<file path="src/uart_rdy_defines.vh">
// Constants for the ready/interrupt pins and baud path of one UART channel.
// Assumes inclusion by bare name from the design files of this folder.
`ifndef UART_RDY_DEFINES_VH
`define UART_RDY_DEFINES_VH

// ----------------------------------------------------------------------
// Register word indices (byte address is four times the index)
// ----------------------------------------------------------------------
`define REG_FIFO_CTRL 4'h0
`define REG_LINE_CTRL 4'h1
`define REG_MODEM_CTRL 4'h2
`define REG_FEAT_CTRL 4'h3
`define REG_DIV_LOW 4'h4
`define REG_DIV_HIGH 4'h5
`define REG_RX_TRIG 4'h6
`define REG_TX_TRIG 4'h7
`define REG_PIN_STATE 4'h8
`define REG_IRQ_STATUS 4'h9
`define REG_IRQ_MASK 4'hA

// ----------------------------------------------------------------------
// Field positions
// ----------------------------------------------------------------------
`define FCR_FIFO_EN 0
`define FCR_BLOCK 3
`define MCR_PRESCALE 7
`define FEAT_HALF_DUPLEX 3
`define LCR_WLEN_HI 1
`define LCR_WLEN_LO 0
`define EVT_RX_TRIG 0
`define EVT_RX_TIMEOUT 1
`define EVT_TX_LOW 2
`define EVT_TX_FULL 3
`define EVT_WIDTH 4

// ----------------------------------------------------------------------
// Reset values
// ----------------------------------------------------------------------
`define RST_BYTE 8'h00
`define RST_RX_TRIG 8'h01
`define RST_TX_TRIG 8'h01
`define RST_EVT 4'h0
`define RST_EVT_IDLE 4'h4

// ----------------------------------------------------------------------
// Timing
// ----------------------------------------------------------------------
`define CLK_PERIOD_NS 25
`define RESET_MIN_NS 40
`define RESET_MIN_CYCLES ((`RESET_MIN_NS + `CLK_PERIOD_NS - 1) / `CLK_PERIOD_NS)
`define PRESCALE_SLOW 3'd4
`define SAMPLES_X8 5'd8
`define SAMPLES_X16 5'd16
`define WORD_BASE_BITS 8'd5
`define TIMEOUT_WORDS 4
`define TIMEOUT_EXTRA_BITS 8'd12

`endif

</file>
<file path="src/baud_generator.v">
// Prescaler and 16-bit divisor producing the sampling tick and bit tick.
// Assumes all inputs are synchronous to ref_clk; ticks are one-cycle pulses, except sample_tick stays high at divisor 1 without prescale.
`default_nettype none
`include "uart_rdy_defines.vh"

module baud_generator (
	input wire ref_clk,
	input wire reset_n,
	input wire prescale_div4,
	input wire sample_rate_16,
	input wire [15:0] divisor,
	output reg sample_tick,
	output reg bit_tick
);

	reg [2:0] pre_cnt_r;
	reg [15:0] div_cnt_r;
	reg [4:0] smp_cnt_r;
	wire pre_tick;
	wire [2:0] pre_limit;
	wire [4:0] smp_limit;

	// ------------------------------------------------------------------
	// Prescaler: divide by 1 or 4
	// ------------------------------------------------------------------
	assign pre_limit = prescale_div4 ? `PRESCALE_SLOW : 3'd1;
	assign pre_tick = (pre_cnt_r == pre_limit - 3'd1);
	assign smp_limit = sample_rate_16 ? `SAMPLES_X16 : `SAMPLES_X8;

	always @(posedge ref_clk or negedge reset_n) begin
		if (!reset_n) begin
			pre_cnt_r <= 3'd0;
		end else if (pre_tick || pre_cnt_r >= pre_limit) begin
			pre_cnt_r <= 3'd0;
		end else begin
			pre_cnt_r <= pre_cnt_r + 3'd1;
		end
	end

	// ------------------------------------------------------------------
	// Divisor counter; divisor zero stops the clock
	// ------------------------------------------------------------------
	always @(posedge ref_clk or negedge reset_n) begin
		if (!reset_n) begin
			div_cnt_r <= 16'h0000;
			sample_tick <= 1'b0;
		end else begin
			sample_tick <= 1'b0;
			if (divisor == 16'h0000) begin
				div_cnt_r <= 16'h0000;
			end else if (pre_tick) begin
				if (div_cnt_r >= divisor - 16'h0001) begin
					div_cnt_r <= 16'h0000;
					sample_tick <= 1'b1;
				end else begin
					div_cnt_r <= div_cnt_r + 16'h0001;
				end
			end
		end
	end

	// ------------------------------------------------------------------
	// Oversampling: 8 or 16 samples per bit
	// ------------------------------------------------------------------
	always @(posedge ref_clk or negedge reset_n) begin
		if (!reset_n) begin
			smp_cnt_r <= 5'd0;
			bit_tick <= 1'b0;
		end else begin
			bit_tick <= 1'b0;
			if (sample_tick) begin
				if (smp_cnt_r >= smp_limit - 5'd1) begin
					smp_cnt_r <= 5'd0;
					bit_tick <= 1'b1;
				end else begin
					smp_cnt_r <= smp_cnt_r + 5'd1;
				end
			end
		end
	end

endmodule // baud_generator
`default_nettype wire

</file>
<file path="src/rx_timeout.v">
// Receive timeout: four word lengths plus twelve bit times of silence.
// Assumes bit_tick pulses once per bit time and activity marks any push or pop.
`default_nettype none
`include "uart_rdy_defines.vh"

module rx_timeout (
	input wire ref_clk,
	input wire reset_n,
	input wire bit_tick,
	input wire activity,
	input wire data_held,
	input wire [1:0] word_len,
	output reg timeout
);

	reg [7:0] bits_r;
	reg fired_r;
	wire [7:0] word_bits;
	wire [7:0] limit;

	assign word_bits = `WORD_BASE_BITS + {6'd0, word_len};
	assign limit = (word_bits << 2) + `TIMEOUT_EXTRA_BITS;

	// Fires once per quiet spell; only while data waits to be read
	always @(posedge ref_clk or negedge reset_n) begin
		if (!reset_n) begin
			bits_r <= 8'd0;
			fired_r <= 1'b0;
			timeout <= 1'b0;
		end else begin
			timeout <= 1'b0;
			if (activity || !data_held) begin
				bits_r <= 8'd0;
				fired_r <= 1'b0;
			end else if (bit_tick && !fired_r) begin
				if (bits_r >= limit - 8'd1) begin
					timeout <= 1'b1;
					fired_r <= 1'b1;
				end else begin
					bits_r <= bits_r + 8'd1;
				end
			end
		end
	end

endmodule // rx_timeout
`default_nettype wire

</file>
<file path="src/uart_ready_irq.v">
// One UART channel: ready pins, interrupt pin, baud path, Avalon-MM registers.
// Assumes FIFO levels and strobes come from the channel's FIFOs on ref_clk;
// a second channel is a second instance with its own registers and pins.
//
// Summary of operation
// - Single-char mode: rx ready low while data held
// - Block mode: rx ready falls at trigger/timeout
// - Single-char mode: tx room low while empty
// - Block mode: tx room high only when full
// - FIFO control bit 0 enables, bit 3 blocks
// - Tx interrupt level follows FIFO trigger comparison; tx empty with FIFOs off
// - Half-duplex: interrupt high when transmitter empties
// - Rx interrupt level high at or above trigger level; while data held with FIFOs off
// - Register access independent of baud path
// - Prescale 1 or 4, register overrides pin
// - Divisor 1 to 65535 divides prescaler output
// - Divisor built from high and low bytes
// - Sample-rate pin picks 8x or 16x
// - One sampling clock for transmit and receive
// - Reset clears registers but triggers (1); waitrequest, rx ready high
// - Half-duplex off after reset, feature bit 3
// - Timeout after four words plus twelve bits
`default_nettype none
`include "uart_rdy_defines.vh"

module uart_ready_irq #(
	parameter FIFO_DEPTH = 128,
	parameter LEVEL_W = 8
) (
	input wire ref_clk,
	input wire reset_n,
	input wire [3:0] address,
	input wire read,
	input wire write,
	input wire [31:0] writedata,
	output reg [31:0] readdata,
	output reg waitrequest,
	output reg irq,
	input wire prescale_select_pin,
	input wire sample_rate_select_pin,
	input wire [LEVEL_W-1:0] rx_level,
	input wire [LEVEL_W-1:0] tx_level,
	input wire tsr_empty,
	input wire rx_push,
	input wire rx_pop,
	output reg rx_ready_n,
	output reg tx_room_n,
	output reg irq_out_first,
	output wire sample_tick,
	output wire bit_tick
);

	// ------------------------------------------------------------------
	// Helpers
	// ------------------------------------------------------------------
	function reached;
		input [LEVEL_W-1:0] level;
		input [LEVEL_W-1:0] trig;
		begin
			reached = (level != {LEVEL_W{1'b0}}) && (level >= trig);
		end
	endfunction

	// Strictly above: a level equal to the trigger is not above it
	function above;
		input [LEVEL_W-1:0] level;
		input [LEVEL_W-1:0] trig;
		begin
			above = (level > trig);
		end
	endfunction

	function [31:0] byte_word;
		input [7:0] value;
		begin
			byte_word = {24'h00_0000, value};
		end
	endfunction

	localparam [LEVEL_W-1:0] FULL_LEVEL = FIFO_DEPTH[LEVEL_W-1:0];
	localparam [LEVEL_W-1:0] ZERO_LEVEL = {LEVEL_W{1'b0}};

	// ------------------------------------------------------------------
	// Registers
	// ------------------------------------------------------------------
	reg [7:0] fifo_control_reg;
	reg [7:0] line_control_reg;
	reg [7:0] modem_control_reg;
	reg [7:0] feature_control_reg;
	reg [7:0] divisor_low_byte;
	reg [7:0] divisor_high_byte;
	reg [7:0] rx_trig_r;
	reg [7:0] tx_trig_r;
	reg [`EVT_WIDTH-1:0] evt_status_r;
	reg [`EVT_WIDTH-1:0] evt_mask_r;
	reg prescale_override_r;
	reg block_rx_low_r;
	reg [`EVT_WIDTH-1:0] evt_level_prev_r;

	wire fifo_on;
	wire block_mode;
	wire half_duplex;
	wire prescale_div4;
	wire [15:0] divisor;
	wire rx_timeout_pulse;
	wire rx_held;
	wire tx_empty;
	wire tx_full;
	wire rx_at_trig;
	wire tx_above_trig;
	wire wr_en;
	wire [`EVT_WIDTH-1:0] evt_level;
	wire [7:0] pin_state;
	reg [`EVT_WIDTH-1:0] evt_rise;
	reg rx_ready_n_nxt;
	reg tx_room_n_nxt;
	reg irq_tx_high;
	reg irq_rx_high;
	reg [31:0] readdata_nxt;

	assign fifo_on = fifo_control_reg[`FCR_FIFO_EN];
	assign block_mode = fifo_on && fifo_control_reg[`FCR_BLOCK];
	assign half_duplex = feature_control_reg[`FEAT_HALF_DUPLEX];
	assign divisor = {divisor_high_byte, divisor_low_byte};
	// Pin rules until software writes the modem control register
	assign prescale_div4 = prescale_override_r ?
		modem_control_reg[`MCR_PRESCALE] : prescale_select_pin;

	assign rx_held = (rx_level != ZERO_LEVEL);
	assign tx_empty = (tx_level == ZERO_LEVEL);
	// A level past the depth still counts as full
	assign tx_full = (tx_level >= FULL_LEVEL);
	assign rx_at_trig = reached(rx_level, rx_trig_r);
	assign tx_above_trig = above(tx_level, tx_trig_r);
	assign pin_state = {3'b000, prescale_div4, block_rx_low_r,
		irq_out_first, tx_room_n, rx_ready_n};

	// ------------------------------------------------------------------
	// Baud path and receive timeout
	// ------------------------------------------------------------------
	baud_generator u_baud (
		.ref_clk(ref_clk),
		.reset_n(reset_n),
		.prescale_div4(prescale_div4),
		.sample_rate_16(sample_rate_select_pin),
		.divisor(divisor),
		.sample_tick(sample_tick),
		.bit_tick(bit_tick)
	);

	rx_timeout u_rx_timeout (
		.ref_clk(ref_clk),
		.reset_n(reset_n),
		.bit_tick(bit_tick),
		.activity(rx_push | rx_pop),
		.data_held(rx_held),
		.word_len(line_control_reg[`LCR_WLEN_HI:`LCR_WLEN_LO]),
		.timeout(rx_timeout_pulse)
	);

	// ------------------------------------------------------------------
	// Bus slave: one wait state, then the answer
	// ------------------------------------------------------------------
	// The bus runs on ref_clk only; no baud tick gates an access.
	assign wr_en = write && !waitrequest;

	// Fixed single wait state, so every register answers alike
	always @(posedge ref_clk or negedge reset_n) begin
		if (!reset_n) begin
			waitrequest <= 1'b1;
		end else if ((read || write) && waitrequest) begin
			waitrequest <= 1'b0;
		end else begin
			waitrequest <= 1'b1;
		end
	end

	always @* begin
		readdata_nxt = 32'h0000_0000;
		case (address)
		`REG_FIFO_CTRL: readdata_nxt = byte_word(fifo_control_reg);
		`REG_LINE_CTRL: readdata_nxt = byte_word(line_control_reg);
		`REG_MODEM_CTRL: readdata_nxt = byte_word(modem_control_reg);
		`REG_FEAT_CTRL: readdata_nxt = byte_word(feature_control_reg);
		`REG_DIV_LOW: readdata_nxt = byte_word(divisor_low_byte);
		`REG_DIV_HIGH: readdata_nxt = byte_word(divisor_high_byte);
		`REG_RX_TRIG: readdata_nxt = byte_word(rx_trig_r);
		`REG_TX_TRIG: readdata_nxt = byte_word(tx_trig_r);
		`REG_PIN_STATE: readdata_nxt = byte_word(pin_state);
		`REG_IRQ_STATUS: readdata_nxt = {28'h000_0000, evt_status_r};
		`REG_IRQ_MASK: readdata_nxt = {28'h000_0000, evt_mask_r};
		default: readdata_nxt = 32'h0000_0000;
		endcase
	end

	// Taken at the edge that drops waitrequest and held until the next read
	always @(posedge ref_clk or negedge reset_n) begin
		if (!reset_n) begin
			readdata <= 32'h0000_0000;
		end else if (read && waitrequest) begin
			readdata <= readdata_nxt;
		end
	end

	// ------------------------------------------------------------------
	// Control register writes
	// ------------------------------------------------------------------
	always @(posedge ref_clk or negedge reset_n) begin
		if (!reset_n) begin
			fifo_control_reg <= `RST_BYTE;
			line_control_reg <= `RST_BYTE;
			modem_control_reg <= `RST_BYTE;
			feature_control_reg <= `RST_BYTE;
			divisor_low_byte <= `RST_BYTE;
			divisor_high_byte <= `RST_BYTE;
			rx_trig_r <= `RST_RX_TRIG;
			tx_trig_r <= `RST_TX_TRIG;
			evt_mask_r <= `RST_EVT;
			prescale_override_r <= 1'b0;
		end else if (wr_en) begin
			case (address)
			`REG_FIFO_CTRL: fifo_control_reg <= writedata[7:0];
			`REG_LINE_CTRL: line_control_reg <= writedata[7:0];
			`REG_MODEM_CTRL: begin
				modem_control_reg <= writedata[7:0];
				prescale_override_r <= 1'b1;
			end
			`REG_FEAT_CTRL: feature_control_reg <= writedata[7:0];
			`REG_DIV_LOW: divisor_low_byte <= writedata[7:0];
			`REG_DIV_HIGH: divisor_high_byte <= writedata[7:0];
			`REG_RX_TRIG: rx_trig_r <= writedata[7:0];
			`REG_TX_TRIG: tx_trig_r <= writedata[7:0];
			`REG_IRQ_MASK: evt_mask_r <= writedata[`EVT_WIDTH-1:0];
			default: evt_mask_r <= evt_mask_r;
			endcase
		end
	end

	// ------------------------------------------------------------------
	// Ready pins
	// ------------------------------------------------------------------
	// Block-mode receive latch: low from trigger/timeout until empty
	always @(posedge ref_clk or negedge reset_n) begin
		if (!reset_n) begin
			block_rx_low_r <= 1'b0;
		end else if (!rx_held) begin
			block_rx_low_r <= 1'b0;
		end else if (rx_at_trig || rx_timeout_pulse) begin
			block_rx_low_r <= 1'b1;
		end
	end

	// Block mode: the receive pin stays low until the FIFO drains
	always @* begin
		if (block_mode) begin
			rx_ready_n_nxt = !(block_rx_low_r || rx_at_trig ||
				rx_timeout_pulse) || !rx_held;
			tx_room_n_nxt = tx_full;
		end else begin
			rx_ready_n_nxt = !rx_held;
			tx_room_n_nxt = !tx_empty;
		end
	end

	// ------------------------------------------------------------------
	// Interrupt pin level
	// ------------------------------------------------------------------
	// Transmit and receive parts are ORed onto the one pin
	always @* begin
		if (half_duplex) begin
			if (fifo_on) begin
				irq_tx_high = !tx_above_trig ||
					(tx_empty && tsr_empty);
			end else begin
				irq_tx_high = tx_empty && tsr_empty;
			end
		end else if (fifo_on) begin
			irq_tx_high = !tx_above_trig;
		end else begin
			irq_tx_high = tx_empty;
		end
		if (fifo_on) begin
			irq_rx_high = rx_at_trig;
		end else begin
			irq_rx_high = rx_held;
		end
	end

	// Registered, so a mode change never glitches a pin
	// Each instance owns its pins; nothing is shared between channels
	always @(posedge ref_clk or negedge reset_n) begin
		if (!reset_n) begin
			rx_ready_n <= 1'b1;
			tx_room_n <= 1'b0;
			irq_out_first <= 1'b0;
		end else begin
			rx_ready_n <= rx_ready_n_nxt;
			tx_room_n <= tx_room_n_nxt;
			irq_out_first <= irq_tx_high || irq_rx_high;
		end
	end

	// ------------------------------------------------------------------
	// Sticky events, mask, interrupt line
	// ------------------------------------------------------------------
	assign evt_level[`EVT_RX_TRIG] = rx_at_trig;
	assign evt_level[`EVT_RX_TIMEOUT] = 1'b0;
	assign evt_level[`EVT_TX_LOW] = !tx_above_trig;
	assign evt_level[`EVT_TX_FULL] = tx_full;

	// The timeout is a pulse already and needs no edge detector
	always @* begin
		evt_rise = evt_level & ~evt_level_prev_r;
		evt_rise[`EVT_RX_TIMEOUT] = rx_timeout_pulse;
	end

	// A new event in the clearing cycle survives: set beats clear
	always @(posedge ref_clk or negedge reset_n) begin
		if (!reset_n) begin
			evt_status_r <= `RST_EVT;
			evt_level_prev_r <= `RST_EVT_IDLE; // No edge out of reset
			irq <= 1'b0;
		end else begin
			evt_level_prev_r <= evt_level;
			if (wr_en && address == `REG_IRQ_STATUS) begin
				evt_status_r <= (evt_status_r &
					~writedata[`EVT_WIDTH-1:0]) | evt_rise;
			end else begin
				evt_status_r <= evt_status_r | evt_rise;
			end
			irq <= |(evt_status_r & evt_mask_r);
		end
	end

endmodule // uart_ready_irq
`default_nettype wire

</file>
<file path="config.mk">
export PLATFORM = sky130hd
export DESIGN_NAME = uart_ready_irq
export DESIGN_NICKNAME = d
export VERILOG_FILES = /design/src/baud_generator.v /design/src/rx_timeout.v /design/src/uart_ready_irq.v
export VERILOG_INCLUDE_DIRS = /design/src
export SDC_FILE = /design/constraint.sdc
export NUM_CORES = 1
export LEC_CHECK = 0
export ABC_AREA = 1
export BUFFER_PORTS_ARGS = -buffer_cell sky130_fd_sc_hd__buf_2
export CAP_MARGIN = 20
export CORE_MARGIN = 4
export CORE_UTILIZATION = 59
export CTS_CLUSTER_SIZE = 28
export DETAILED_ROUTE_END_ITERATION = 10
export PLACE_DENSITY = 0.78
export SKIP_LAST_GASP = 1
export SYNTH_ARGS = -nofsm -noshare
export SYNTH_HDL_FRONTEND = slang
export SYNTH_HIERARCHICAL = 1
export SYNTH_SLANG_ARGS = --single-unit
</file>
<file path="constraint.sdc">
create_clock -name ref_clk -period 2.7 [get_ports ref_clk]
set_input_delay 0.27 -clock ref_clk [delete_from_list [all_inputs] [get_ports ref_clk]]
set_output_delay 0.27 -clock ref_clk [all_outputs]
set_load 0.02 [all_outputs]
</file>
==> results.json <==
{
  "outcome": "finished clean",
  "cp_slowest_stage_delay_ns": 0.45,
  "area_delta_synth_final_pct": 14.12,
  "synthTopCellsByArea": "dfrtp_1 39%, nand2_1 17%, ha_1 7.2%",
  "finalClockSkew_ns": 0.008984,
  "netlist_instances": 1026,
  "worstMarginPinSlew_ns": 0.8529,
  "crit_path_start": "divisor_low_byte[3]$_DFFE_PN0P_",
  "hp-class": "input pin to register",
  "whs_path_depth": 1,
  "dieArea_um2": 15100,
  "grt_start_max_net_pins": 50,
  "intPower_mw": 4.593,
  "drt_iter0_markers": 645,
  "clockRootBuffer": "clkbuf_16",
  "fin_crit_ns": 2.530,
  "grt_pass1_wl_um": 30000,
  "drive_gt1_frac": 0.1498,
  "yosysSeqAreaShare": 0.4057,
  "slew_violations": 0,
  "avgSynthCellArea_um2": 7.590,
  "grt_pass1_vias": 6165,
  "p_leak_nw": 4.718,
  "largest_register_ffs": 16,
  "p_comb_frac": 0.270,
  "fin_crit_sh": 0.9371,
  "met3WireLength_um": 978,
  "coreArea_um2": 12770,
  "hold_violations": 0,
  "rrSetupSlack_ns": 0.17,
  "netlist.area_leader.share": 0.3888,
  "r2r_end": "u_baud/div_cnt_r[3]$_DFFE_PN0P_",
  "hold-path-endpoint": "evt_level_prev_r[3]$_DFF_PN0_",
  "vias_per_cell": 5.156,
  "synth-seq-cells": 126,
  "power_frac_seq": 0.365,
  "p_switching_mw": 2.369,
  "fillers": 1052,
  "wl_per_cell_um": 14.15,
  "vdd_ir_drop_max_mv": 0.5525,
  "start_kind": "register",
  "path_clk_slew_ns": 0.06,
  "clock_path_buffers": 2,
  "die_h_um": 122.9,
  "crit_path_frequent_cell": "inv_1",
  "final_cells": 1280,
  "min_from": "tx_level[7]",
  "routed_wl_um": 18110,
  "met1Wirelength_um": 8355,
  "fin_util": 0.6958,
  "holdWs_ns": 0.01820,
  "dr.max_layer_used": "met4",
  "vias": 6600,
  "path_cells": "inv_1 > nand3_2 > nor3_4 > nand2_2 > inv_1 > nand2_1 > xnor2_1 > inv_1 > ha_1 > a21oi_2 > nand2_1 > a21oi_2 > nand3_1 > nand2_2 > clkinv_4 > nor2_1",
  "max_flop_register": "u_baud/div_cnt_r",
  "maxCapViolations": 0,
  "h-tree-depth": 4,
  "ant_nets": 0,
  "grt_usage": 0.2566,
  "arrival_ns": 2.88,
  "netlist-cell-type-count": 39,
  "dieWidth_um": 122.9,
  "syn_area_um2": 7787,
  "p_total_mw": 6.962,
  "required_ns": 3.05,
  "cts_tree": "built",
  "dpl.cell_count": 1243,
  "antenna_cells": 0,
  "ios": 100,
  "hpwlAfterDp_um": 13010,
  "numPortBuffers": 51,
  "place_congestion": 0.8991,
  "cp_max_fo": 8,
  "nNetsFinal": 1201,
  "grt_antenna_before_repair": 0,
  "relSlewSlack": 0.4293,
  "drc_errors": 0,
  "timing.fmax_mhz": 395.2,
  "setup-violations-final": 0,
  "power_frac_clock": 0.366,
  "ys_warn_count": 6,
  "power_density_nw_per_um2": 783.4,
  "drtPass1Iterations": 7,
  "critPathKind": "register to register",
  "clock_latency_ns": 0.42,
  "r2r_start": "divisor_low_byte[3]$_DFFE_PN0P_",
  "crit_slowest_cell": "dfrtp_2",
  "p_sw_frac": 0.3403,
  "rows": 41,
  "cts-buffers-inserted": 17,
  "cp-end-kind": "register",
  "cts_sinks": 126,
  "ff2ff_path_depth": 16,
  "start_util": 0.6097,
  "dr_wl_met2_um": 8243,
  "overflow": 0,
  "yosys.area.top_type": "dfrtp_1"
}
layout by cell type (no fill, tap or decap), types with 12 or more instances in the layout:
cell type	count
inv_1	119
buf_2	50
dfrtp_1	118
nand2_1	347
nand3_1	33
conb_1	24
nand4_1	13
clkbuf_16	17
nand2_4	12
ha_1	44
xor2_1	19
o21ai_0	84
nor2_1	96
synth_stat cells, drive strengths merged:
master,n
a211o,1
a21oi,13
a32o,1
a41oi,1
and3,1
buf,34
clkbuf,1
clkinv,1
conb,1
dfrtp,121
dfstp,5
ha,45
inv,127
nand2,369
nand3,38
nand3b,1
nand4,13
nor2,116
nor3,13
nor3b,2
o21a,2
o21ai,91
o21bai,1
or2,2
xnor2,7
xor2,19
cell families after synthesis:
| logic type | Yosys count | synth area share |
|---|---|---|
| compound gates | 110 | 0.07326 |
| xor+xnor | 26 | 0.02924 |
| fa+ha+maj | 45 | 0.07230 |
| buf+inv | 163 | 0.09977 |
| flops | 126 | 0.4057 |
| other cells | 1 | 0.0004815 |
| simple gates | 555 | 0.3193 |
worst max path at each step:
stage	end	depth (start not counted)
floorplan	u_baud/div_cnt_r[12]$_DFFE_PN0P_	14
global placement	u_baud/div_cnt_r[6]$_DFFE_PN0P_	14
detailed placement	u_baud/div_cnt_r[13]$_DFFE_PN0P_	16
CTS	u_baud/div_cnt_r[13]$_DFFE_PN0P_	16
global route	u_baud/div_cnt_r[10]$_DFFE_PN0P_	16
finish	u_baud/div_cnt_r[3]$_DFFE_PN0P_	16
power by group through the flow:
stage | Combinational, mW | Sequential (mW) | Clock, mW
finish | 1.88 | 2.54 | 2.55
global route | 2.18 | 2.58 | 2.67
CTS | 1.77 | 2.53 | 2.57
detailed placement | 1.75 | 2.55 | 0
global placement | 1.69 | 2.54 | 0
floorplan | 1.34 | 2.53 | 0
worst max-delay path: cells and delay by family, from the launching register on:
kind                       cells  cell delay, ns
and+or+nand+nor                8            0.92
DFF                            1            0.45
AOI/OAI and AO/OA              2            0.31
buffers and inverters          4            0.32
adders and majority gates      1            0.33
xor gates and xnor gates       1            0.13
layout make-up:
cell class | instances | area [um^2] | share of cell area
Multi-Input combinational cell | 760 | 4011 | 0.4514
Tap cell | 172 | 215.2 | 0.02422
Clock buffer | 17 | 425.4 | 0.04787
Timing Repair Buffer | 62 | 355.3 | 0.03998
Clock inverter | 15 | 231.5 | 0.02605
Inverter | 128 | 485.5 | 0.05462
Sequential cell | 126 | 3163 | 0.3559
timing repair:
action | in CTS | in global routing
hold buffers | 1 | 0
endpoints found under the hold margin | 35 | 0
setup endpoints to repair | 0 | 17
setup buffers | 0 | 4
resized for setup | 0 | 24
routing by layer:
metal  vias up  GRT usage
li1       3315          -
met1      3062     0.3565
met2       192     0.3977
met3        31    0.05945
met4         0    0.08537
met5         -          0
through the flow:
step	setup TNS [ns]	worst slack [ns]	area, um^2
finish	0	0.1699	8887
global route	-0.1891	-0.03448	8887
CTS	0	0.06651	8775
detailed placement	0	0.1122	8108
global placement	0	0.1379	8108
floorplan	0	0.3715	7874
No activity file was read; power rests on OpenSTA's default activity.
